## config.mk

```make
export PLATFORM = sky130hd
export DESIGN_NAME = ccpu_unit
export DESIGN_NICKNAME = d
export VERILOG_FILES = /design/src/rtl/ccpu_pkg.sv /design/src/rtl/ccpu_unit.sv
export SDC_FILE = /design/constraint.sdc
export NUM_CORES = 1
export LEC_CHECK = 0
export ABC_AREA = 0
export ABC_CLOCK_PERIOD_IN_PS = 5400
export BUFFER_PORTS_ARGS = -buffer_cell sky130_fd_sc_hd__buf_2
export CORE_ASPECT_RATIO = 1.75
export CORE_UTILIZATION = 55
export DETAILED_ROUTE_END_ITERATION = 12
export PLACE_DENSITY = 0.89
export SETUP_SLACK_MARGIN = 0.4
export SYNTH_ARGS = -nofsm -noshare
export SYNTH_HDL_FRONTEND = slang
export SYNTH_SLANG_ARGS = --single-unit
```

## constraint.sdc

```tcl
create_clock -name core_clk -period 5.4 [get_ports core_clk]
set_input_delay 0.81 -clock core_clk [delete_from_list [all_inputs] [get_ports core_clk]]
set_output_delay 0.81 -clock core_clk [all_outputs]
set_load 0.02 [all_outputs]
```

## src/rtl/ccpu_pkg.sv

```systemverilog
`default_nettype none
package ccpu_pkg;
   // register byte offsets
   localparam logic [7:0] OFS_CONTROL = 8'h00;
   localparam logic [7:0] OFS_CAPSEL  = 8'h04;
   localparam logic [7:0] OFS_VALLO   = 8'h08;
   localparam logic [7:0] OFS_VALHI   = 8'h0C;
   // register word indices (address bits 3:2)
   localparam logic [1:0] IDX_CONTROL = 2'h0;
   localparam logic [1:0] IDX_CAPSEL  = 2'h1;
   localparam logic [1:0] IDX_VALLO   = 2'h2;
   localparam logic [1:0] IDX_VALHI   = 2'h3;
   // control field positions
   localparam int CTL_EN_BIT   = 7;
   localparam int CTL_OUT_BIT  = 5;
   localparam int CTL_FMT_BIT  = 4;
   localparam int CTL_MODE_LSB = 0;
   localparam int CTL_MODE_MSB = 3;
   localparam int CAP_SEL_MSB  = 2;
   // mode codes
   localparam logic [3:0] MODE_OFF       = 4'h0;
   localparam logic [3:0] MODE_TOGCLR    = 4'h1;
   localparam logic [3:0] MODE_TOGGLE    = 4'h2;
   localparam logic [3:0] MODE_CAPBOTH   = 4'h3;
   localparam logic [3:0] MODE_CAPFALL   = 4'h4;
   localparam logic [3:0] MODE_CAPRISE   = 4'h5;
   localparam logic [3:0] MODE_CAPRISE4  = 4'h6;
   localparam logic [3:0] MODE_CAPRISE16 = 4'h7;
   localparam logic [3:0] MODE_SET       = 4'h8;
   localparam logic [3:0] MODE_CLEAR     = 4'h9;
   localparam logic [3:0] MODE_PULSE     = 4'hA;
   localparam logic [3:0] MODE_PULSECLR  = 4'hB;
   localparam logic [1:0] MODE_PWM_TOP   = 2'h3;
   // capture source codes
   localparam logic [2:0] SRC_PIN   = 3'h0;
   localparam logic [2:0] SRC_CMP1  = 3'h1;
   localparam logic [2:0] SRC_CMP2  = 3'h2;
   localparam logic [2:0] SRC_PCHG  = 3'h3;
   // prescaled capture counts
   localparam logic [3:0] PRESC4_LAST  = 4'h3;
   localparam logic [3:0] PRESC16_LAST = 4'hF;
   // reset values
   localparam logic [7:0] RST_BYTE = 8'h00;
   localparam logic [9:0] RST_DUTY = 10'h000;
   // axi responses
   localparam logic [1:0] RESP_OKAY   = 2'h0;
   localparam logic [1:0] RESP_SLVERR = 2'h2;

   typedef struct packed {
      logic [15:0] sixteenBitTimer;
      logic [7:0]  periodTimer;
      logic [7:0]  periodValue;
      logic [1:0]  timeBaseExt;
      logic        periodTimerInc;
   } ccpu_timer_s;

   typedef struct packed {
      logic       mappedInputPin;
      logic       firstComparatorOutput;
      logic       secondComparatorOutput;
      logic       pinChangeInterrupt;
      logic [3:0] logicCellOutput;
   } ccpu_capin_s;

   typedef struct packed {
      logic       en;
      logic       dutyAlignment;
      logic [3:0] mode;
      logic [2:0] capSel;
      logic [7:0] valLo;
      logic [7:0] valHi;
      logic       outLevel;
      logic       pinOe;
      logic       prevIn;
      logic [3:0] edgeCnt;
      logic [9:0] dutyBuf;
      logic       pulseOn;
      logic       matchPrev;
      logic       evt;
      logic       clr16;
      logic       clrPer;
      logic       awHave;
      logic       awOk;
      logic [1:0] awIdx;
      logic       wHave;
      logic [7:0] wByte;
      logic       wLane;
      logic       bvalid;
      logic [1:0] bresp;
      logic       rvalid;
      logic [1:0] rresp;
      logic [7:0] rdata;
   } ccpu_state_s;
endpackage
`default_nettype wire

```

## src/rtl/ccpu_unit.sv

```systemverilog
// Decided for this implementation: the placing of the registers and the AXI4-Lite slave port.
`timescale 1ns/100ps
`default_nettype none
module ccpu_unit
   import ccpu_pkg::*;
#(
   parameter int ADDR_W = 8
)(
   input  wire logic              core_clk,
   input  wire logic              nrst,
   input  wire logic [ADDR_W-1:0] s_axi_awaddr,
   input  wire logic              s_axi_awvalid,
   output logic                   s_axi_awready,
   input  wire logic [31:0]       s_axi_wdata,
   input  wire logic [3:0]        s_axi_wstrb,
   input  wire logic              s_axi_wvalid,
   output logic                   s_axi_wready,
   output logic [1:0]             s_axi_bresp,
   output logic                   s_axi_bvalid,
   input  wire logic              s_axi_bready,
   input  wire logic [ADDR_W-1:0] s_axi_araddr,
   input  wire logic              s_axi_arvalid,
   output logic                   s_axi_arready,
   output logic [31:0]            s_axi_rdata,
   output logic [1:0]             s_axi_rresp,
   output logic                   s_axi_rvalid,
   input  wire logic              s_axi_rready,
   input  wire ccpu_timer_s       timers,
   input  wire ccpu_capin_s       captureInputs,
   input  wire logic              adcTriggerSelect,
   output logic                   unitPin,
   output logic                   unitPinOe,
   output logic                   unitEventFlag,
   output logic                   adcTrigger,
   output logic                   sixteenBitTimerClear,
   output logic                   periodTimerClear
);

   logic [1:0]  rstSync;
   logic        rstN;
   ccpu_state_s stateReg;
   ccpu_state_s stateNext;
   logic        selIn;
   logic        rise;
   logic        fall;
   logic        isPwm;
   logic        isCapture;
   logic        isCompare;
   logic        running;
   logic        captureNow;
   logic        match;
   logic        hit;
   logic [9:0]  duty;
   logic [9:0]  timeBase;
   logic        periodHit;
   logic [7:0]  rdByte;
   logic [1:0]  arIdx;
   logic        arOk;

   // reset release through two flops
   always_ff @(posedge core_clk or negedge nrst) begin
      if (!nrst) begin
         rstSync <= 2'b00;
      end else begin
         rstSync <= {rstSync[0], 1'b1};
      end
   end
   assign rstN = rstSync[1];

   always_comb begin
      unique case (stateReg.capSel)
         SRC_PIN:  selIn = captureInputs.mappedInputPin;
         SRC_CMP1: selIn = captureInputs.firstComparatorOutput;
         SRC_CMP2: selIn = captureInputs.secondComparatorOutput;
         SRC_PCHG: selIn = captureInputs.pinChangeInterrupt;
         default:  selIn = captureInputs.logicCellOutput[stateReg.capSel[1:0]];
      endcase
   end

   assign rise = selIn & ~stateReg.prevIn;
   assign fall = ~selIn & stateReg.prevIn;

   assign isPwm     = (stateReg.mode[3:2] == MODE_PWM_TOP);
   assign isCapture = (stateReg.mode >= MODE_CAPBOTH)
                    && (stateReg.mode <= MODE_CAPRISE16);
   assign isCompare = !isPwm && !isCapture && (stateReg.mode != MODE_OFF);
   assign running   = stateReg.en && (stateReg.mode != MODE_OFF);

   assign match = ({stateReg.valHi, stateReg.valLo}
                   == timers.sixteenBitTimer);
   assign hit   = running && isCompare && match && !stateReg.matchPrev;

   always_comb begin
      if (stateReg.dutyAlignment) begin
         duty = {stateReg.valHi, stateReg.valLo[7:6]};
      end else begin
         duty = {stateReg.valHi[1:0], stateReg.valLo};
      end
   end

   assign timeBase  = {timers.periodTimer, timers.timeBaseExt};
   assign periodHit = running && isPwm && timers.periodTimerInc
                    && (timers.periodTimer == timers.periodValue);

   always_comb begin
      captureNow = 1'b0;
      if (running && isCapture) begin
         unique case (stateReg.mode)
            MODE_CAPBOTH:   captureNow = rise | fall;
            MODE_CAPFALL:   captureNow = fall;
            MODE_CAPRISE:   captureNow = rise;
            MODE_CAPRISE4:  captureNow = rise
                               && (stateReg.edgeCnt[1:0] == PRESC4_LAST[1:0]);
            MODE_CAPRISE16: captureNow = rise
                               && (stateReg.edgeCnt == PRESC16_LAST);
            default:        captureNow = 1'b0;
         endcase
      end
   end

   // read mux with zero unused bits
   always_comb begin
      unique case (arIdx)
         IDX_CONTROL: rdByte = {stateReg.en, 1'b0, stateReg.outLevel,
                                stateReg.dutyAlignment, stateReg.mode};
         IDX_CAPSEL:  rdByte = {5'h00, stateReg.capSel};
         IDX_VALLO:   rdByte = stateReg.valLo;
         IDX_VALHI:   rdByte = stateReg.valHi;
      endcase
   end
   assign arIdx = s_axi_araddr[3:2];
   assign arOk  = (s_axi_araddr[ADDR_W-1:4] == '0)
                && (s_axi_araddr[1:0] == 2'b00);

   always_comb begin
      stateNext        = stateReg;
      stateNext.evt    = 1'b0;
      stateNext.clr16  = 1'b0;
      stateNext.clrPer = 1'b0;
      stateNext.prevIn = selIn;

      if (!running) begin
         stateNext.outLevel  = 1'b0;
         stateNext.edgeCnt   = 4'h0;
         stateNext.pulseOn   = 1'b0;
         stateNext.matchPrev = 1'b0;
         stateNext.dutyBuf   = RST_DUTY;
      end else if (isCapture) begin
         if (rise && (stateReg.mode == MODE_CAPRISE4
                      || stateReg.mode == MODE_CAPRISE16)) begin
            stateNext.edgeCnt = captureNow ? 4'h0 : stateReg.edgeCnt + 4'h1;
         end
         if (captureNow) begin
            stateNext.valLo = timers.sixteenBitTimer[7:0];
            stateNext.valHi = timers.sixteenBitTimer[15:8];
            stateNext.evt   = 1'b1;
         end
      end else if (isCompare) begin
         stateNext.matchPrev = match;
         if (stateReg.pulseOn) begin
            stateNext.outLevel = 1'b0;
            stateNext.pulseOn  = 1'b0;
         end
         if (hit) begin
            stateNext.evt = 1'b1;
            unique case (stateReg.mode)
               MODE_TOGCLR: begin
                  stateNext.outLevel = ~stateReg.outLevel;
                  stateNext.clr16    = 1'b1;
               end
               MODE_TOGGLE: stateNext.outLevel = ~stateReg.outLevel;
               MODE_SET:    stateNext.outLevel = 1'b1;
               MODE_CLEAR:  stateNext.outLevel = 1'b0;
               MODE_PULSECLR: begin
                  stateNext.outLevel = 1'b1;
                  stateNext.pulseOn  = 1'b1;
                  stateNext.clr16    = 1'b1;
               end
               MODE_PULSE: begin
                  stateNext.outLevel = 1'b1;
                  stateNext.pulseOn  = 1'b1;
               end
               default: stateNext.outLevel = stateReg.outLevel;
            endcase
         end
      end else begin
         if (periodHit) begin
            stateNext.clrPer   = 1'b1;
            stateNext.dutyBuf  = duty;
            stateNext.outLevel = (duty != RST_DUTY);
            stateNext.evt      = 1'b1;
         end else if (timeBase == stateReg.dutyBuf) begin
            stateNext.outLevel = 1'b0;
         end
      end

      stateNext.pinOe = stateReg.en && (isCompare || isPwm);

      // axi write address and data, either order
      if (s_axi_awvalid && s_axi_awready) begin
         stateNext.awHave = 1'b1;
         stateNext.awIdx  = s_axi_awaddr[3:2];
         stateNext.awOk   = (s_axi_awaddr[ADDR_W-1:4] == '0)
                          && (s_axi_awaddr[1:0] == 2'b00);
      end
      if (s_axi_wvalid && s_axi_wready) begin
         stateNext.wHave = 1'b1;
         stateNext.wByte = s_axi_wdata[7:0];
         stateNext.wLane = s_axi_wstrb[0];
      end
      if (stateReg.awHave && stateReg.wHave) begin
         stateNext.awHave = 1'b0;
         stateNext.wHave  = 1'b0;
         stateNext.bvalid = 1'b1;
         stateNext.bresp  = stateReg.awOk ? RESP_OKAY : RESP_SLVERR;
         if (stateReg.awOk && stateReg.wLane) begin
            unique case (stateReg.awIdx)
               IDX_CONTROL: begin
                  stateNext.en            = stateReg.wByte[CTL_EN_BIT];
                  stateNext.dutyAlignment = stateReg.wByte[CTL_FMT_BIT];
                  stateNext.mode =
                     stateReg.wByte[CTL_MODE_MSB:CTL_MODE_LSB];
                  if (stateNext.mode != stateReg.mode) begin
                     stateNext.edgeCnt = 4'h0;
                  end
               end
               IDX_CAPSEL: stateNext.capSel = stateReg.wByte[CAP_SEL_MSB:0];
               IDX_VALLO: begin
                  if (!captureNow) begin
                     stateNext.valLo = stateReg.wByte;
                  end
               end
               IDX_VALHI: begin
                  if (!captureNow) begin
                     stateNext.valHi = stateReg.wByte;
                  end
               end
            endcase
         end
      end
      if (stateReg.bvalid && s_axi_bready) begin
         stateNext.bvalid = 1'b0;
      end

      // axi read
      if (s_axi_arvalid && s_axi_arready) begin
         stateNext.rvalid = 1'b1;
         stateNext.rdata  = arOk ? rdByte : RST_BYTE;
         stateNext.rresp  = arOk ? RESP_OKAY : RESP_SLVERR;
      end else if (stateReg.rvalid && s_axi_rready) begin
         stateNext.rvalid = 1'b0;
      end
   end

   always_ff @(posedge core_clk or negedge rstN) begin
      if (!rstN) begin
         stateReg <= '0;
      end else begin
         stateReg <= stateNext;
      end
   end

   assign s_axi_awready = !stateReg.awHave && !stateReg.bvalid;
   assign s_axi_wready  = !stateReg.wHave && !stateReg.bvalid;
   assign s_axi_bvalid  = stateReg.bvalid;
   assign s_axi_bresp   = stateReg.bresp;
   assign s_axi_arready = !stateReg.rvalid;
   assign s_axi_rvalid  = stateReg.rvalid;
   assign s_axi_rresp   = stateReg.rresp;
   assign s_axi_rdata   = {24'h000000, stateReg.rdata};

   assign unitPin              = stateReg.outLevel;
   assign unitPinOe            = stateReg.pinOe;
   assign unitEventFlag        = stateReg.evt;
   assign adcTrigger           = stateReg.evt & adcTriggerSelect;
   assign sixteenBitTimerClear = stateReg.clr16;
   assign periodTimerClear     = stateReg.clrPer;

endmodule
`default_nettype wire

```

==> summary.md <==
| Metric | Value |
|---|---|
| Initial antenna violation count | `0` |
| Kind of critical path | `in2reg` |
| PwrDens | `between 300 and 400 nW/um2` |
| Die Footprint | `about 8000 um2` |
| Gpl congestion | `slightly above 0.9` |
| Postcts setup bufs | `0` |
| Tcrit/Tclk final | `between 50% and 60%` |
| Synthesis Warnings | `0` |
| R2r endpoint | `stateReg[57]$_DFF_PN0_` |
| # rows | `42` |
| Die width | `between 60 and 70 um` |
| Detail Placement HPWL | `between 7000 and 8000 um` |
| Max-slew violations | `0` |
| Register bit count reported by yosys | `75` |
| Ys async rst share | `100.0%` |
| Leakage power | `0.002358 uW` |
| Area growth, synth to finish | `15.70%` |
| Final hold violations | `0` |
| Synthesized area | `around 4300 um2` |
| Crit-path max FO | `32` |
| CP Launch Type | `input pin` |
| Family with the most delay on the worst path | `compound AO/OA/AOI/OAI gates` |
| Total global-route track usage | `about a quarter` |
| Top cell type by total area after synthesis | `dfrtp_1` |
| Filler cell count | `roughly 580` |
| RSZ-0062 raised after global routing | `false` |
| Finish-stage setup viols | `0` |
| Max Root-Sink Buffers | `2` |
| Ranking of synthesized cells by area | `dfrtp_1, mux2i_1, buf_4, mux2_2, xnor2_1` |
| First-pass GRT wire length | `16880 um` |
| Achievable Freq | `roughly 0.33 GHz` |
| N_diodes | `0` |
| Vias in the first global route | `3508` |
| CTS Hold Bufs | `0` |
| Worst EP required | `between 5 and 6 ns` |
| Worst-path clk slew | `around 0.05 ns` |
| Largest net degree at the start of global routing | `74` |
| Max incr delay on CP | `between 0.4 and 0.5 ns` |
| I/O Buffers | `96` |
| Clock sink count | `75` |
| Hold crit path type | `in2async` |
| Status | `complete, no violations` |
| I/O Pins | `150` |
| Max_slew headroom | `about two fifths` |
| Nature of the critical path endpoint | `flip-flop` |
| Drt first pass iters | `7` |
| # nets final | `594` |
| Flop2flop setup slack | `~2.4 ns` |
| CP bufs+invs | `2` |
| TritonCTS clock tree | `done` |
| Final non-filler cell total | `581` |
| Grt ovf | `0` |
| Layout Skew | `slightly below 0.007 ns` |
| Worst slew pin tran | `slightly above 0.9 ns` |
| Post-cts sizing count | `0` |
| CTS buffer count | `9` |
| Syn avg cell area | `roughly 11 um2` |
| Number of synthesized flops with an enable pin | `0` |
| Setup TNS | `0 ns` |
| Reg-to-Reg Start | `stateReg[66]$_DFFE_PN0P_` |
| Max cap viols | `0` |
| Die height | `around 120 um` |
| Vias per cell | `just under 6` |
| WP data arrival | `between 3 and 4 ns` |
| Vias | `3424` |
| CP Depth | `9` |
| Final Critical Period | `around 3.0 ns` |
| R2R depth | `8` |
| Register area share after synthesis | `between 40% and 50%` |
| Final WL | `between 10000 and 15000 um` |
| Core ar. | `~7600 um2` |
| Root buffer cell | `clkbuf_16` |
| Drt initial violations | `320` |
| Cells after synthesis | `a little over 400` |
| Share of the synthesized area in the top cell type | `a little over two fifths` |
| H-tree depth | `3` |
| Share of layout cells above drive strength 1 | `30.02%` |
| Final ANT Viol Nets | `0` |
| Cell count after placement | `565` |
| Primary FF master, synth | `dfrtp_1` |
| Slowest CP cell | `mux4_2` |
| Worst-Skew Late Latency | `0.34 ns` |
| WL/cell | `~18 um` |
| Max rail drop VDD | `about 320 uV` |
| Count of different cell masters after synthesis | `approximately 50` |
| Cell Chain, Critical Path | `buf_2, mux4_2, mux2_2, ha_1, o32a_2, a21boi_2, buf_4, nand2_1, o21ai_1` |
| Initial core utilization | `a little under three fifths` |
| DRC Markers | `0` |
## layout by cell type (no fill, tap or decap), drive strengths merged, types with 2 or more instances in the layout
cell type,n
clkinv,2
nand2,29
clkbuf,11
nor2b,3
mux2,22
and2,2
or4,6
a22o,7
nor3,4
nor3b,2
nand4,8
nand2b,4
a21oi,7
conb,27
nand3,16
buf,98
mux2i,33
inv,8
xnor2,26
o41ai,3
a32o,2
nand4b,2
nor4,7
nor2,14
ha,3
bufinv,3
o21ai,36
mux4,5
xor2,15
dfrtp,75
## synth_stat cells (6+ instances only)
master,count
mux2i_1,33
nand2_1,29
mux2_2,22
nor4_1,6
nor2_1,13
a22o_1,7
o21ai_0,11
buf_4,37
a21oi_1,7
o21ai_1,25
xnor2_1,26
xor2_1,15
nand4_1,8
inv_1,8
nand3_1,16
dfrtp_1,75
## metal layers
| layer | vias up | part of all wire (%) | global-route usage [%] |
|---|---|---|---|
| li1 | 1549 | - | - |
| met1 | 1668 | 38 | 30.47 |
| met2 | 181 | 54 | 46.24 |
| met3 | 26 | 5.7 | 5.076 |
| met4 | 0 | 2.9 | 12.24 |
| met5 | - | 0 | 0 |
## flip-flops by register name, summed over array words and instances (netlist names)
register              count
unitPin                   1
s_axi_rdata               8
rstSync                   2
s_axi_bresp               1
s_axi_bvalid              1
periodTimerClear          1
unitEventFlag             1
stateReg                 56
s_axi_rvalid              1
s_axi_rresp               1
sixteenBitTimerClear      1
unitPinOe                 1
## per-stage QoR
stage | setup slack, ns | hold WS (ns) | utilization [%] | total power (uW) | cell area (um2)
after floorplan | 2.586 | 0.3312 | - | 1143 | 4422
after global placement | 2.154 | 0.3381 | 61.64 | 1257 | 4664
after detailed placement | 2.039 | 0.3459 | 61.64 | 1285 | 4664
after CTS | 2.423 | 0.2360 | 66.17 | 1981 | 5007
after global routing | 2.254 | 0.2458 | 66.17 | 2059 | 5007
final | 2.370 | 0.2473 | 66.17 | 1977 | 5007
## worst register-to-register path: stages, from the launching register on
cell      delay (ns)
dfrtp_1         0.45
mux4_2          0.54
mux2_2          0.30
ha_1            0.27
o32a_2          0.37
a21boi_2        0.35
buf_4           0.38
nand2_1         0.11
o21ai_1         0.10
## how the worst max path moves through the flow
stage | end | startpoint | slack, ns
floorplan | stateReg[46]$_DFF_PN0_ | captureInputs[3] | 2.59
global placement | stateReg[55]$_DFF_PN0_ | captureInputs[4] | 2.15
detailed placement | stateReg[58]$_DFF_PN0_ | captureInputs[4] | 2.04
CTS | stateReg[57]$_DFF_PN0_ | captureInputs[4] | 2.42
global route | stateReg[57]$_DFF_PN0_ | captureInputs[4] | 2.25
finish | stateReg[57]$_DFF_PN0_ | captureInputs[4] | 2.37
## where the power goes
group | switching [uW] | internal, uW
Clock | 228 | 462
Combinational | 218 | 211
Sequential | 183 | 675
Total | 628 | 1350
## cell type report
class,count,area (um2),area share [%]
clock buffers,11,242.7,4.848
repair buffers,98,495.5,9.895
well taps,88,110.1,2.199
flip-flops and latches,75,1878,37.51
multi-input cells,296,2151,42.95
inverters,8,30.03,0.5997
clock inverters,5,100.1,1.999
## kinds of logic after synthesis
logic type      Yosys count  synth area share (%)
flops                    75                 43.37
fa+ha+maj                 3                0.8674
buf+inv                  60                 9.106
other cells               2                0.1735
compound gates           62                 8.876
simple gates            103                 13.36
mux                      60                 15.96
xor+xnor                 41                 8.297
No activity file was read; power rests on OpenSTA's default activity.
